--- src/verilog/pcfp_consts.svh ---
// Constants of the pulse-coded fuse programmer
`ifndef PCFP_CONSTS_SVH
`define PCFP_CONSTS_SVH
`define PCFP_CLK_MHZ 250
`define PCFP_T_HIGH_MIN_US 30
`define PCFP_T_MID_MIN_US 15
`define PCFP_SENS_MAX 6'h3f
`define PCFP_ZERO_MAX 6'h1f
`define PCFP_KEY_SENS 3'h1
`define PCFP_KEY_ZERO 3'h2
`define PCFP_LOCK_BIT 5
`define PCFP_CODE_RST 6'h00
`endif

--- src/verilog/pcfp_pkg.sv ---
// Types of the pulse-coded fuse programmer
`default_nettype none
package pcfp_pkg;
  typedef enum logic [3:0] {
    ST_INIT = 4'h1,
    ST_SELECT = 4'h2,
    ST_ADDRESS = 4'h4,
    ST_DONE = 4'h8
  } pcfp_state_t;
  typedef enum logic [1:0] {
    LVL_LOW = 2'h0,
    LVL_MID = 2'h1,
    LVL_HIGH = 2'h2
  } pcfp_level_t;
  typedef struct packed {
    logic [5:0] sens_code;
    logic [5:0] zero_code;
    logic locked;
  } pcfp_dac_t;
  typedef struct packed {
    pcfp_state_t st;
    pcfp_level_t peak;
    logic [2:0] key;
    logic [5:0] sens_try;
    logic [5:0] zero_try;
    logic [5:0] sens_fuse;
    logic [5:0] zero_fuse;
    logic lock_fuse;
    logic blow_pls;
  } pcfp_state_all_t;
endpackage
`default_nettype wire

--- src/verilog/pcfp_top.sv ---
// Pulse-decoding programming logic with fuse model
`timescale 1ns/100ps
`default_nettype none
`include "pcfp_consts.svh"
module pcfp_top #(
  parameter int SENS_W = 6
) (
  // Clock and power-on reset
  input wire logic CORE_CLK,
  input wire logic ARST_N,
  // Classified output-pin level from the comparators
  input wire logic PIN_AT_MID,
  input wire logic PIN_AT_HIGH,
  // Fuse array contents, persistent across power cycles
  input wire logic [5:0] FUSE_SENS_IN,
  input wire logic [5:0] FUSE_ZERO_IN,
  input wire logic FUSE_LOCK_IN,
  // Fuse blow strobe and target
  output logic FUSE_BLOW,
  output logic [1:0] FUSE_BLOW_KEY,
  output logic [5:0] FUSE_BLOW_MASK,
  // DAC codes and status
  output pcfp_pkg::pcfp_dac_t DAC_OUT,
  output logic [3:0] PROG_STATE
);
  // Pulse widths are the programmer's duty; the logic only looks at returns to low
  pcfp_pkg::pcfp_state_all_t s_reg;
  pcfp_pkg::pcfp_state_all_t s_next;
  pcfp_pkg::pcfp_level_t lvl;
  logic load_reg;

  // Saturating increment shared by both fields
  function automatic logic [5:0] sat_inc(input logic [5:0] v, input logic [5:0] mx);
    sat_inc = (v >= mx) ? mx : 6'(v + 6'h01);
  endfunction

  // Pin level classifier; high dominates mid
  always_comb
  begin
    if (PIN_AT_HIGH)
      lvl = pcfp_pkg::LVL_HIGH;
    else if (PIN_AT_MID)
      lvl = pcfp_pkg::LVL_MID;
    else
      lvl = pcfp_pkg::LVL_LOW;
  end

  // Next-state logic: pulse acts on its return to low
  always_comb
  begin
    logic ret;
    logic [5:0] addr;
    ret = 1'b0;
    addr = 6'h00;
    s_next = s_reg;
    s_next.blow_pls = 1'b0;
    // Fuses are sampled once after reset; later they only gain bits
    if (load_reg)
    begin
      s_next.sens_fuse = FUSE_SENS_IN;
      s_next.zero_fuse = FUSE_ZERO_IN;
      s_next.lock_fuse = FUSE_LOCK_IN;
    end
    if (lvl != pcfp_pkg::LVL_LOW)
    begin
      if (lvl == pcfp_pkg::LVL_HIGH || s_reg.peak == pcfp_pkg::LVL_LOW)
        s_next.peak = lvl;
    end
    else if (s_reg.peak != pcfp_pkg::LVL_LOW)
    begin
      ret = 1'b1;
      s_next.peak = pcfp_pkg::LVL_LOW;
    end
    if (ret && !s_reg.lock_fuse && !load_reg)
    begin
      case (s_reg.st)
        pcfp_pkg::ST_INIT:
        begin
          if (s_reg.peak == pcfp_pkg::LVL_HIGH)
            s_next.st = pcfp_pkg::ST_SELECT;
        end
        pcfp_pkg::ST_SELECT:
        begin
          if (s_reg.peak == pcfp_pkg::LVL_MID)
          begin
            if (s_reg.key != 3'h7)
              s_next.key = 3'(s_reg.key + 3'h1);
          end
          else if (s_reg.key == `PCFP_KEY_SENS || s_reg.key == `PCFP_KEY_ZERO)
            s_next.st = pcfp_pkg::ST_ADDRESS;
          else
            s_next.st = pcfp_pkg::ST_DONE; // Unknown key: wait for power cycle
        end
        pcfp_pkg::ST_ADDRESS:
        begin
          if (s_reg.key == `PCFP_KEY_SENS)
            addr = s_reg.sens_try;
          else
            addr = s_reg.zero_try;
          if (s_reg.peak == pcfp_pkg::LVL_MID)
          begin
            if (s_reg.key == `PCFP_KEY_SENS)
              s_next.sens_try = sat_inc(s_reg.sens_try, `PCFP_SENS_MAX);
            else
              s_next.zero_try = sat_inc(s_reg.zero_try, `PCFP_ZERO_MAX);
          end
          else
          begin
            // Blow every addressed bit; OR keeps existing fuses
            s_next.blow_pls = 1'b1;
            if (s_reg.key == `PCFP_KEY_SENS)
              s_next.sens_fuse = s_reg.sens_fuse | addr;
            else
            begin
              s_next.zero_fuse = s_reg.zero_fuse | (addr & `PCFP_ZERO_MAX);
              if (addr[`PCFP_LOCK_BIT])
                s_next.lock_fuse = 1'b1;
            end
            s_next.st = pcfp_pkg::ST_DONE; // Power cycle required next
          end
        end
        pcfp_pkg::ST_DONE:
        begin
          s_next.st = pcfp_pkg::ST_DONE;
        end
        default:
        begin
          s_next.st = pcfp_pkg::ST_INIT;
        end
      endcase
    end
  end

  // State register; reset models power-up, try codes clear
  always_ff @(posedge CORE_CLK or negedge ARST_N)
  begin
    if (!ARST_N)
    begin
      s_reg <= '{st: pcfp_pkg::ST_INIT, peak: pcfp_pkg::LVL_LOW, key: 3'h0,
                 sens_try: `PCFP_CODE_RST, zero_try: `PCFP_CODE_RST,
                 sens_fuse: 6'h00, zero_fuse: 6'h00, lock_fuse: 1'b0,
                 blow_pls: 1'b0};
      load_reg <= 1'b1;
    end
    else
    begin
      s_reg <= s_next;
      load_reg <= 1'b0;
    end
  end

  // Outputs: DAC code is fuse OR temporary code
  always_comb
  begin
    DAC_OUT.sens_code = s_reg.sens_fuse | s_reg.sens_try;
    DAC_OUT.zero_code = (s_reg.zero_fuse | s_reg.zero_try) & `PCFP_ZERO_MAX;
    DAC_OUT.locked = s_reg.lock_fuse;
    FUSE_BLOW = s_reg.blow_pls;
    FUSE_BLOW_KEY = s_reg.key[1:0];
    FUSE_BLOW_MASK = (s_reg.key == `PCFP_KEY_SENS) ? s_reg.sens_fuse :
                     {s_reg.lock_fuse, s_reg.zero_fuse[4:0]};
    PROG_STATE = s_reg.st;
  end
endmodule
`default_nettype wire

--- config.mk ---
export PLATFORM = sky130hd
export DESIGN_NAME = pcfp_top
export DESIGN_NICKNAME = d
export VERILOG_FILES = /design/src/verilog/pcfp_pkg.sv /design/src/verilog/pcfp_top.sv
export VERILOG_INCLUDE_DIRS = /design/src /design/src/verilog
export SDC_FILE = /design/constraint.sdc
export NUM_CORES = 1
export LEC_CHECK = 0
export ABC_AREA = 1
export BUFFER_PORTS_ARGS = -buffer_cell sky130_fd_sc_hd__buf_2
export CAP_MARGIN = 20
export CELL_PAD_IN_SITES_DETAIL_PLACEMENT = 1
export CELL_PAD_IN_SITES_GLOBAL_PLACEMENT = 1
export CORE_ASPECT_RATIO = 0.9
export CORE_MARGIN = 2
export CORE_UTILIZATION = 43
export CTS_BUF_LIST = sky130_fd_sc_hd__clkbuf_16
export CTS_CLUSTER_DIAMETER = 30
export DETAILED_ROUTE_END_ITERATION = 12
export PLACE_DENSITY = 0.93
export SLEW_MARGIN = 25
export SYNTH_ARGS = -nofsm -noshare
export SYNTH_HDL_FRONTEND = slang
export SYNTH_SLANG_ARGS = --single-unit
--- constraint.sdc ---
create_clock -name CORE_CLK -period 2.74 [get_ports CORE_CLK]
set_input_delay 0.274 -clock CORE_CLK [delete_from_list [all_inputs] [get_ports CORE_CLK]]
set_output_delay 0.274 -clock CORE_CLK [all_outputs]
set_load 0.005 [all_outputs]
# After elaboration in Yosys (flattened, before gate mapping)
# Cells that the tools add are included.
[word_totals]
regBits = 36
in_bits = 17
out_inout_bits = 26
elab_cells = 74
[op_classes]
addsub = 3
n_lt_le_gt_ge = 2
n_eq_ne = 14
n_mux = 25
bitwise = 5
n_reduce_logical = 15
[ops]
columns = ["operator", "count"]
rows = [
  ["2-to-1 mux 14 bit", 3],
  ["2-to-1 mux 6 bit", 7],
  ["2-to-1 mux 4 bit", 4],
  ["one-hot mux 4 bit (4 select lines)", 1],
  ["AND reduction 4 bit", 4],
  ["2-to-1 mux 13 bit", 1],
  ["adder 6 x 1 -> 6 bit (second input constant)", 2],
  ["OR 6 bit", 2],
  ["2-to-1 mux 2 bit", 4],
  ["2-to-1 mux 7 bit", 1],
  [">= comparator 6 x 5 -> 1 bit (second input constant)", 1],
  [">= comparator 6 bit (second input constant)", 1],
  ["!= test 2 bit (second input constant)", 3],
  ["OR 6 x 5 -> 6 bit", 1],
  ["nonzero test 2 bit", 3],
  ["OR 5 bit", 1],
  ["equality test 2 bit (second input constant)", 2],
  ["equality test 4 x 1 -> 1 bit (second input constant)", 1],
  ["equality test 4 x 2 -> 1 bit (second input constant)", 1],
  ["equality test 4 x 3 -> 1 bit (second input constant)", 1],
  ["equality test 4 bit (second input constant)", 1],
  ["2-to-1 mux 1 bit", 4],
  ["adder 3 x 1 -> 3 bit (second input constant)", 1],
  ["equality test 3 x 1 -> 1 bit (second input constant)", 1],
  ["other kinds (10)", 13],
]

# Logic depth before layout (Yosys ltp)
# Gate-level depths: netlist of the first run.
[logic_depth]
depth_word = 12
ltp_mapped = 10
mapped_depth_nobuf = 10

# Worst setup path after synthesis of the first run
# Ideal clock, no wire load.
[synth_timing]
kind = "flip-flop to output port"
from = "register s_reg, in the netlist FUSE_BLOW_KEY[1]"
to = "output FUSE_BLOW_MASK[0]"
t_arrival_ns = 1.239
t_required_ns = 2.466
path_slack_ns = 1.227
path_stages_with_launch = 9
n_path_buf = 2
cell_sequence = "dfrtp_1 -> inv_1 -> ha_1 -> inv_1 -> nor2_1 -> buf_2 -> buf_2 -> nand2_1 -> o21ai_0"
[synth_between]
elab_chain_cells = 2
[synth_lines]
columns = ["item", "line_no", "source"]
rows = [
  ["from (decl)", "pcfp_top.sv:27", "pcfp_pkg::pcfp_state_all_t s_reg;"],
  ["from (signal assigned)", "pcfp_top.sv:139", "s_reg <= '{st: pcfp_pkg::ST_INIT, peak: pcfp_pkg::LVL_LOW, key: 3'h0,"],
  ["from (signal assigned)", "pcfp_top.sv:147", "s_reg <= s_next;"],
  ["equality test 3 x 1 -> 1 bit (no line)", "-", ""],
  ["2-to-1 mux 6 bit", "pcfp_top.sv:160", "FUSE_BLOW_MASK = (s_reg.key == `PCFP_KEY_SENS) ? s_reg.sens_fuse :"],
  ["to (decl)", "pcfp_top.sv:21", "output logic [5:0] FUSE_BLOW_MASK,"],
]
# Every way passes these cells.

# Final worst setup path of the first run
[layout_timing]
from = "register s_reg, in the netlist FUSE_BLOW_KEY[1]"
to = "output FUSE_BLOW_MASK[5]"
# The elaborated chain is that of the path after synthesis.

==> metrics.md, run 1 <==
| Metric | Value |
|---|---|
| Synth-to-Final Area Change | 15.7% |
| Final Cycle Share | between 70% and 80% |
| Number of primary I/O pins | between 40 and 50 |
| Crit. End Element | primary output |
| Initial Util | 45.3% |
| Commonest cells in the netlist | 104 x nand2_1, 34 x inv_1, 33 x dfrtp_1 |
| Arr. time, crit path | between 1.5 and 2 ns |
| Filler cells | roughly 650 |
| Cts repair resizes | 0 |
| Worst-path fanout max | 20 |
| N_diodes | 0 |
| Max cap viols | 0 |
| Final Hold Vio Count | 0 |
| Placed cell area | about 2400 µm² |
| FF-to-FF End | s_reg[25] |
| CTS buffer count | 5 |
| Min Hold Slack | a little under 0.1 ns |
| DRT Wirelength | 6120 µm |
| Drt wl/cell | 15.2 µm |
| Async set-reset flop share out of synthesis | 100% |
| CP Launch Point | FUSE_BLOW_KEY[1] |
| Area occupied by multi-input gates | between 1000 and 1500 µm² |
| Final Instance Area | 2570 µm² |
| Pleak | 1.38 nW |
| RSZ-0062 raised after global routing | false |
| Worst r2r src | FUSE_BLOW_KEY[1] |
| Initial antenna violation count | 0 |
| Clk Latency, worst-skew pair | 0.28 ns |
| DP Cell Count | a little under 400 |
| Post-DRT Antenna Nets | 0 |
| WL met3 | between 200 and 300 µm |
| Gr ovfl total | 0 |
| Final GP Congestion | roughly 0.85 |
| Die W | 79.7 µm |
| Largest register FFs | 26 |
| Largest net degree at the start of global routing | 36 |
| Worst Tran Pin Value | between 0.8 and 0.9 ns |
| Max Freq | between 400 and 500 MHz |
| Post-CTS Hold Fix Bufs | 0 |
| Die area | 5750 µm² |
| Vias in the first global route | about 2200 |
| Highest routed layer | met4 |
| GRT Total Usage | roughly a quarter |
| Synth top area share | between 30% and 40% |
| Synth Warn # | 0 |
| Number of buffers on the longest clock path | 2 |
| Total power | 1.45 mW |
| DRT iter0 DRCs | 180 |
| CP endpoint | FUSE_BLOW_MASK[5] |
| Worst Reg2Reg Path Length in Cells | 11 |
| Worst Path Required | 2.47 ns |
| Pre-CTS WS | between 0.9 and 1 ns |
| Share of cells above drive strength 1 | 24.3% |
| P per Cell Area | approximately 560 nW/µm² |
| FF+latch area | approximately 880 µm² |
| Met2 WL | between 3000 and 4000 µm |
| Vias | 2040 |
| Startpoint Class | flip-flop |
| Reg clk slew, reported paths | approximately 0.05 ns |
| CP Class | reg2out |
| Worst Hold Class | in2async |
| CTS tree | yes |
| Post-DP HPWL | about 4300 µm |
| Sequential share of the synthesized area | between 30% and 40% |
| Syn Area/Cell | 7.42 µm² |
| Synth area leaders | dfrtp_1 37%, nand2_1 18%, inv_1 5.8% |
| Unique masters post-synth | 32 |
| Setup WS post-layout | between 0.6 and 0.7 ns |
| Cell at the root of the clock tree | clkbuf_16 |
| H-tree depth | 2 |
| Normalized max-slew margin | roughly 45% |
| Post-CTS setup repair buffer count | 0 |
| Number of enable flip-flop cells after synthesis | 0 |
| Post-synth top flop | dfrtp_1 |
| Count leader, synth | nand2_1 |
| First-pass GRT wire length | 10400 µm |
| Final layout net count | 359 |
| Final worst path period need | around 2.1 ns |
| Register bit total from synthesis | 35 |
| DRC errors left | 0 |
| Via-to-Cell Ratio | around 5.1 |
| Final core utilization | between 50 and 60% |
| Final Slew Violations | 0 |
| Setup TNS | 0 ns |
| Placeable Area | 4890 µm² |
| Post-Route M1 WL | between 2000 and 3000 µm |
| Max VDD drop | about 0.32 mV |
| Skew final | roughly 0.0047 ns |
| Post-Syn Instances | around 300 |
| CTS Sinks | 35 |
| Post-Syn Area | ~2200 µm² |
| FF-to-FF setup slack | 0.93 ns |
| Port Buffers | 40 |
| # rows | 24 |
| Layout Cells excl Fill | 402 |
| Die height | 72.1 µm |
| Status | complete, no violations |
| Yosys top cell by area | dfrtp_1 |
| Pre-antenna DRT Iters | 4 |
| Setup violations, final | 0 |
-- final cells by class --
type	count	share of cell area (%)
multi-input cells	215	43.6
flip-flops and latches	35	34.2
repair buffers	41	8.09
inverters	38	5.61
clock buffers	5	4.88
well taps	65	3.17
clock inverters	3	0.439
-- power breakdown --
| group | switching (mW) | total, mW | internal [mW] |
|---|---|---|---|
| combinational | 0.186 | 0.291 | 0.105 |
| clock | 0.209 | 0.536 | 0.327 |
| sequential | 0.0554 | 0.620 | 0.564 |
-- cell families after synthesis --
logic type | Yosys count | share of synthesized area (%)
adder cells (fa/ha/maj) | 6 | 3.39
XOR/XNOR | 2 | 0.790
buffers and inverters | 50 | 10.1
AND/OR/NAND/NOR | 168 | 36.1
other | 1 | 0.169
multiplexers | 3 | 1.47
flip-flops | 35 | 39.6
AO/OA/AOI/OAI | 34 | 8.41
-- layout by cell type (no fill, tap or decap), types with 4 or more instances in the layout --
master / synthesis / routed
nand2_1: 104 / 104
buf_2: 4 / 40
inv_1: 34 / 35
dfrtp_1: 33 / 33
o21ai_0: 22 / 22
nand3_1: 18 / 18
nor2_1: 16 / 16
nor2_2: 7 / 7
o21ai_1: 6 / 6
ha_1: 6 / 6
clkbuf_16: 0 / 5
nand2_2: 4 / 4
nand4_1: 4 / 4
-- critical path, stage by stage, from the launching register on --
cell	delay (ns)
dfrtp_1	0.42
inv_1	0.08
ha_1	0.16
inv_1	0.05
nor2_1	0.08
buf_4	0.23
inv_1	0.18
o21ai_0	0.17
buf_2	0.14
-- worst min-delay path by stage --
| stage | startpoint | end | slack (ns) | depth (start not counted) |
|---|---|---|---|---|
| 2_1_floorplan | ARST_N | DAC_OUT[0] | -0.02 | 0 |
| 3_3_place_gp | ARST_N | s_reg[23] | 0.41 | 1 |
| 3_5_place_dp | ARST_N | s_reg[23] | 0.42 | 1 |
| 4_1_cts | ARST_N | s_reg[12] | 0.12 | 1 |
| 5_1_grt | ARST_N | FUSE_BLOW_KEY[0] | 0.15 | 1 |
| 6_report | ARST_N | s_reg[24] | 0.1 | 1 |
-- routing by layer --
layer	vias to the layer above	global-route usage, %
li1	999	-
met1	981	28.5
met2	43	39.9
met3	17	7.09
met4	0	12.6
met5	-	0
Note: power is estimated with default switching activity, not from simulation.
==> run 2, diff against run 1 <==
--- a/config.mk
+++ b/config.mk
@@ -13,11 +13,11 @@
 export CELL_PAD_IN_SITES_GLOBAL_PLACEMENT = 1
 export CORE_ASPECT_RATIO = 0.9
 export CORE_MARGIN = 2
-export CORE_UTILIZATION = 43
+export CORE_UTILIZATION = 40
 export CTS_BUF_LIST = sky130_fd_sc_hd__clkbuf_16
 export CTS_CLUSTER_DIAMETER = 30
 export DETAILED_ROUTE_END_ITERATION = 12
-export PLACE_DENSITY = 0.93
+export PLACE_DENSITY = 0.88
 export SLEW_MARGIN = 25
 export SYNTH_ARGS = -nofsm -noshare
 export SYNTH_HDL_FRONTEND = slang
==> constraint.sdc (replaced) <==
create_clock -name CORE_CLK -period 1.98 [get_ports CORE_CLK]
set_input_delay 0.198 -clock CORE_CLK [delete_from_list [all_inputs] [get_ports CORE_CLK]]
set_output_delay 0.198 -clock CORE_CLK [all_outputs]
set_load 0.005 [all_outputs]
==> run 2 against run 1 <==
Critical path depth decreased by 1. Non-clock buffer count increased by 6. Sequential cell count unchanged. Clock-buffer cell count unchanged. Wire length decreased by 7.1%. Die area increased by 7.1%. Power increased by 37%. Global-route usage decreased by 3.6 points. Highest routed layer unchanged.
==> metrics.md, run 2 (synthesized netlist as in run 1, its figures left out) <==
| Metric | Value |
|---|---|
| First-pass GRT wire length | 9510 µm (was 10400 µm) |
| CP Cell Sequence | inv_1, ha_1, inv_1, nor2_2, inv_1, o21ai_0, buf_2 (was inv_1, ha_1, inv_1, nor2_1, buf_4, inv_1, o21ai_0, buf_2) |
| Max VDD drop | 0.363 mV (was 0.315 mV) |
| Vias in the first global route | 1996 (was 2175) |
| Number of primary I/O pins | 43 (unchanged) |
| Status | complete, no violations (unchanged) |
| Skew final | 0.00566 ns (was 0.00467 ns) |
| Final worst path period need | 1.87 ns |
| CP Class | reg2out (unchanged) |
| Pleak | 1.41 nW (was 1.38 nW) |
| Port Buffers | 40 (unchanged) |
| Drt wl/cell | 13.9 µm (was 15.2 µm) |
| Crit. End Element | primary output (unchanged) |
| GRT Total Usage | 20.5% (was 24.1%) |
| CTS tree | yes (unchanged) |
| Final Slew Violations | 0 (unchanged) |
| Initial antenna violation count | 0 (unchanged) |
| Final Hold Vio Count | 0 (unchanged) |
| Startpoint Class | flip-flop (unchanged) |
| Cell at the root of the clock tree | clkbuf_16 (unchanged) |
| CP bufs+invs | 4 (was 5) |
| Initial Util | 41.9% (was 45.3%) |
| Placed cell area | 2440 µm² (was 2430 µm²) |
| DRC errors left | 0 (unchanged) |
| Final layout net count | 365 (was 359) |
| DRT iter0 DRCs | 49 (was 180) |
| Gr ovfl total | 0 (unchanged) |
| DRT Wirelength | 5690 µm (was 6120 µm) |
| Largest net degree at the start of global routing | 36 (unchanged) |
| Vias | 2024 (was 2040) |
| Final GP Congestion | 0.823 (was 0.850) |
| Die W | 82.5 µm (was 79.7 µm) |
| CTS buffer count | 5 (unchanged) |
| Slowest cell on crit path | dfrtp_1 (unchanged) |
| Top delay family on crit path | buffers and inverters (unchanged) |
| Final core utilization | 49.5% (was 52.4%) |
| H-tree depth | 2 (unchanged) |
| Worst Path Required | 1.78 ns (was 2.47 ns) |
| FF-to-FF setup slack | 0.23 ns (was 0.93 ns) |
| Largest register FFs | 26 (unchanged) |
| CP max stage delay | 0.41 ns (was 0.42 ns) |
| Final Instance Area | 2620 µm² (was 2570 µm²) |
| Die area | 6160 µm² (was 5750 µm²) |
| Number of buffers on the longest clock path | 2 (unchanged) |
| Share of cells above drive strength 1 | 25.9% (was 24.3%) |
| CP most frequent cell | inv_1 (unchanged) |
| Post-CTS Hold Fix Bufs | 0 (unchanged) |
| Arr. time, crit path | 1.67 ns (was 1.78 ns) |
| P per Cell Area | 759 nW/µm² (was 564 nW/µm²) |
| Pre-antenna DRT Iters | 4 (unchanged) |
| CTS Sinks | 35 (unchanged) |
| # rows | 25 (was 24) |
| Worst Hold Class | in2async (unchanged) |
| Max cap viols | 0 (unchanged) |
| Normalized max-slew margin | 46.0% (was 45.2%) |
| Clk Latency, worst-skew pair | 0.28 ns (about the same) |
| Via-to-Cell Ratio | 4.94 (was 5.07) |
| Die height | 74.6 µm (was 72.1 µm) |
| Post-DRT Antenna Nets | 0 (unchanged) |
| Worst-path fanout max | 5 (was 20) |
| Synth-to-Final Area Change | 18.1% (was 15.7%) |
| Max Freq | about 530 MHz |
| Min Hold Slack | 0.0163 ns (was 0.0963 ns) |
| Final Cycle Share | a little over nine tenths |
| Placeable Area | 5290 µm² (was 4890 µm²) |
| Setup violations, final | 0 (unchanged) |
| Reg clk slew, reported paths | 0.06 ns (was 0.05 ns) |
| Most common cell after layout, fill and taps aside | nand2_1 (unchanged) |
| Post-DP HPWL | 4130 µm (was 4260 µm) |
| Most frequent cells in the layout | 104 x nand2_1, 41 x buf_2, 35 x inv_1, 33 x dfrtp_1, 22 x o21ai_0 (was 104 x nand2_1, 40 x buf_2, 35 x inv_1, 33 x dfrtp_1, 22 x o21ai_0) |
| N_diodes | 0 (unchanged) |
| Worst Tran Pin Value | 0.809 ns (was 0.822 ns) |
==> run 2: cell types whose count changed in the layout (fill, tap and decap cells not counted), sizes merged <==
| cell | before | now |
|---|---|---|
| buf | 41 | 47 |
==> run 2: area by class of cell <==
cell class | instances | area (µm²)
multi-input combinational | 215 | 1120
clock inverter | 3 | 11.3
clock buffer | 5 | 125
sequential | 35 | 878
timing repair buffer | 47 | 254
tap | 67 | 83.8
fill | 703 | 2670
inverter | 38 | 144
==> run 2: worst paths after layout <==
check	start	endpoint	cells past startpoint
worst min register to register	s_reg[19]	s_reg[19]	2
min in group CORE_CLK	PIN_AT_HIGH	s_reg[29]	2
worst max-delay path	FUSE_BLOW_KEY[1]	FUSE_BLOW_MASK[5]	7
worst max register to register	FUSE_BLOW_KEY[1]	s_reg[18]	11
max in group asynchronous	ARST_N	s_reg[16]	1
worst min-delay path	ARST_N	PROG_STATE[3]	1
==> run 2: repair_timing <==
action / 4_1_cts / 5_1_grt
endpoints found under the setup margin: 0 / 4
gates resized for setup: 0 / 2
buffers inserted: 0 / 4
==> run 2: per-layer routing <==
layer	routed length (µm)	part of all wire [%]	track usage, %
met1	2660	47	27.2
met2	2780	49	33.7
met3	163	2.9	3.96
met4	85	1.5	7.41
met5	0	0	0
==> run 2: power by group <==
group | total (mW) | switching (mW) | internal [mW] | leakage, nW
sequential | 0.852 | 0.0715 | 0.781 | 0.449
combinational | 0.394 | 0.244 | 0.150 | 0.894
clock | 0.740 | 0.288 | 0.453 | 0.0701
total | 1.99 | 0.603 | 1.38 | 1.41
==> run 2: stage by stage <==
step | setup TNS (ns) | power, mW | std cells | setup slack [ns]
finish | 0 | 1.99 | 410 | 0.109
global route | -0.00945 | 2.10 | 410 | -0.00945
CTS | 0 | 2.01 | 405 | 0.0321
detailed placement | 0 | 1.25 | 397 | 0.355
global placement | 0 | 1.23 | 397 | 0.427
floorplan | 0 | 1.14 | 300 | 0.543
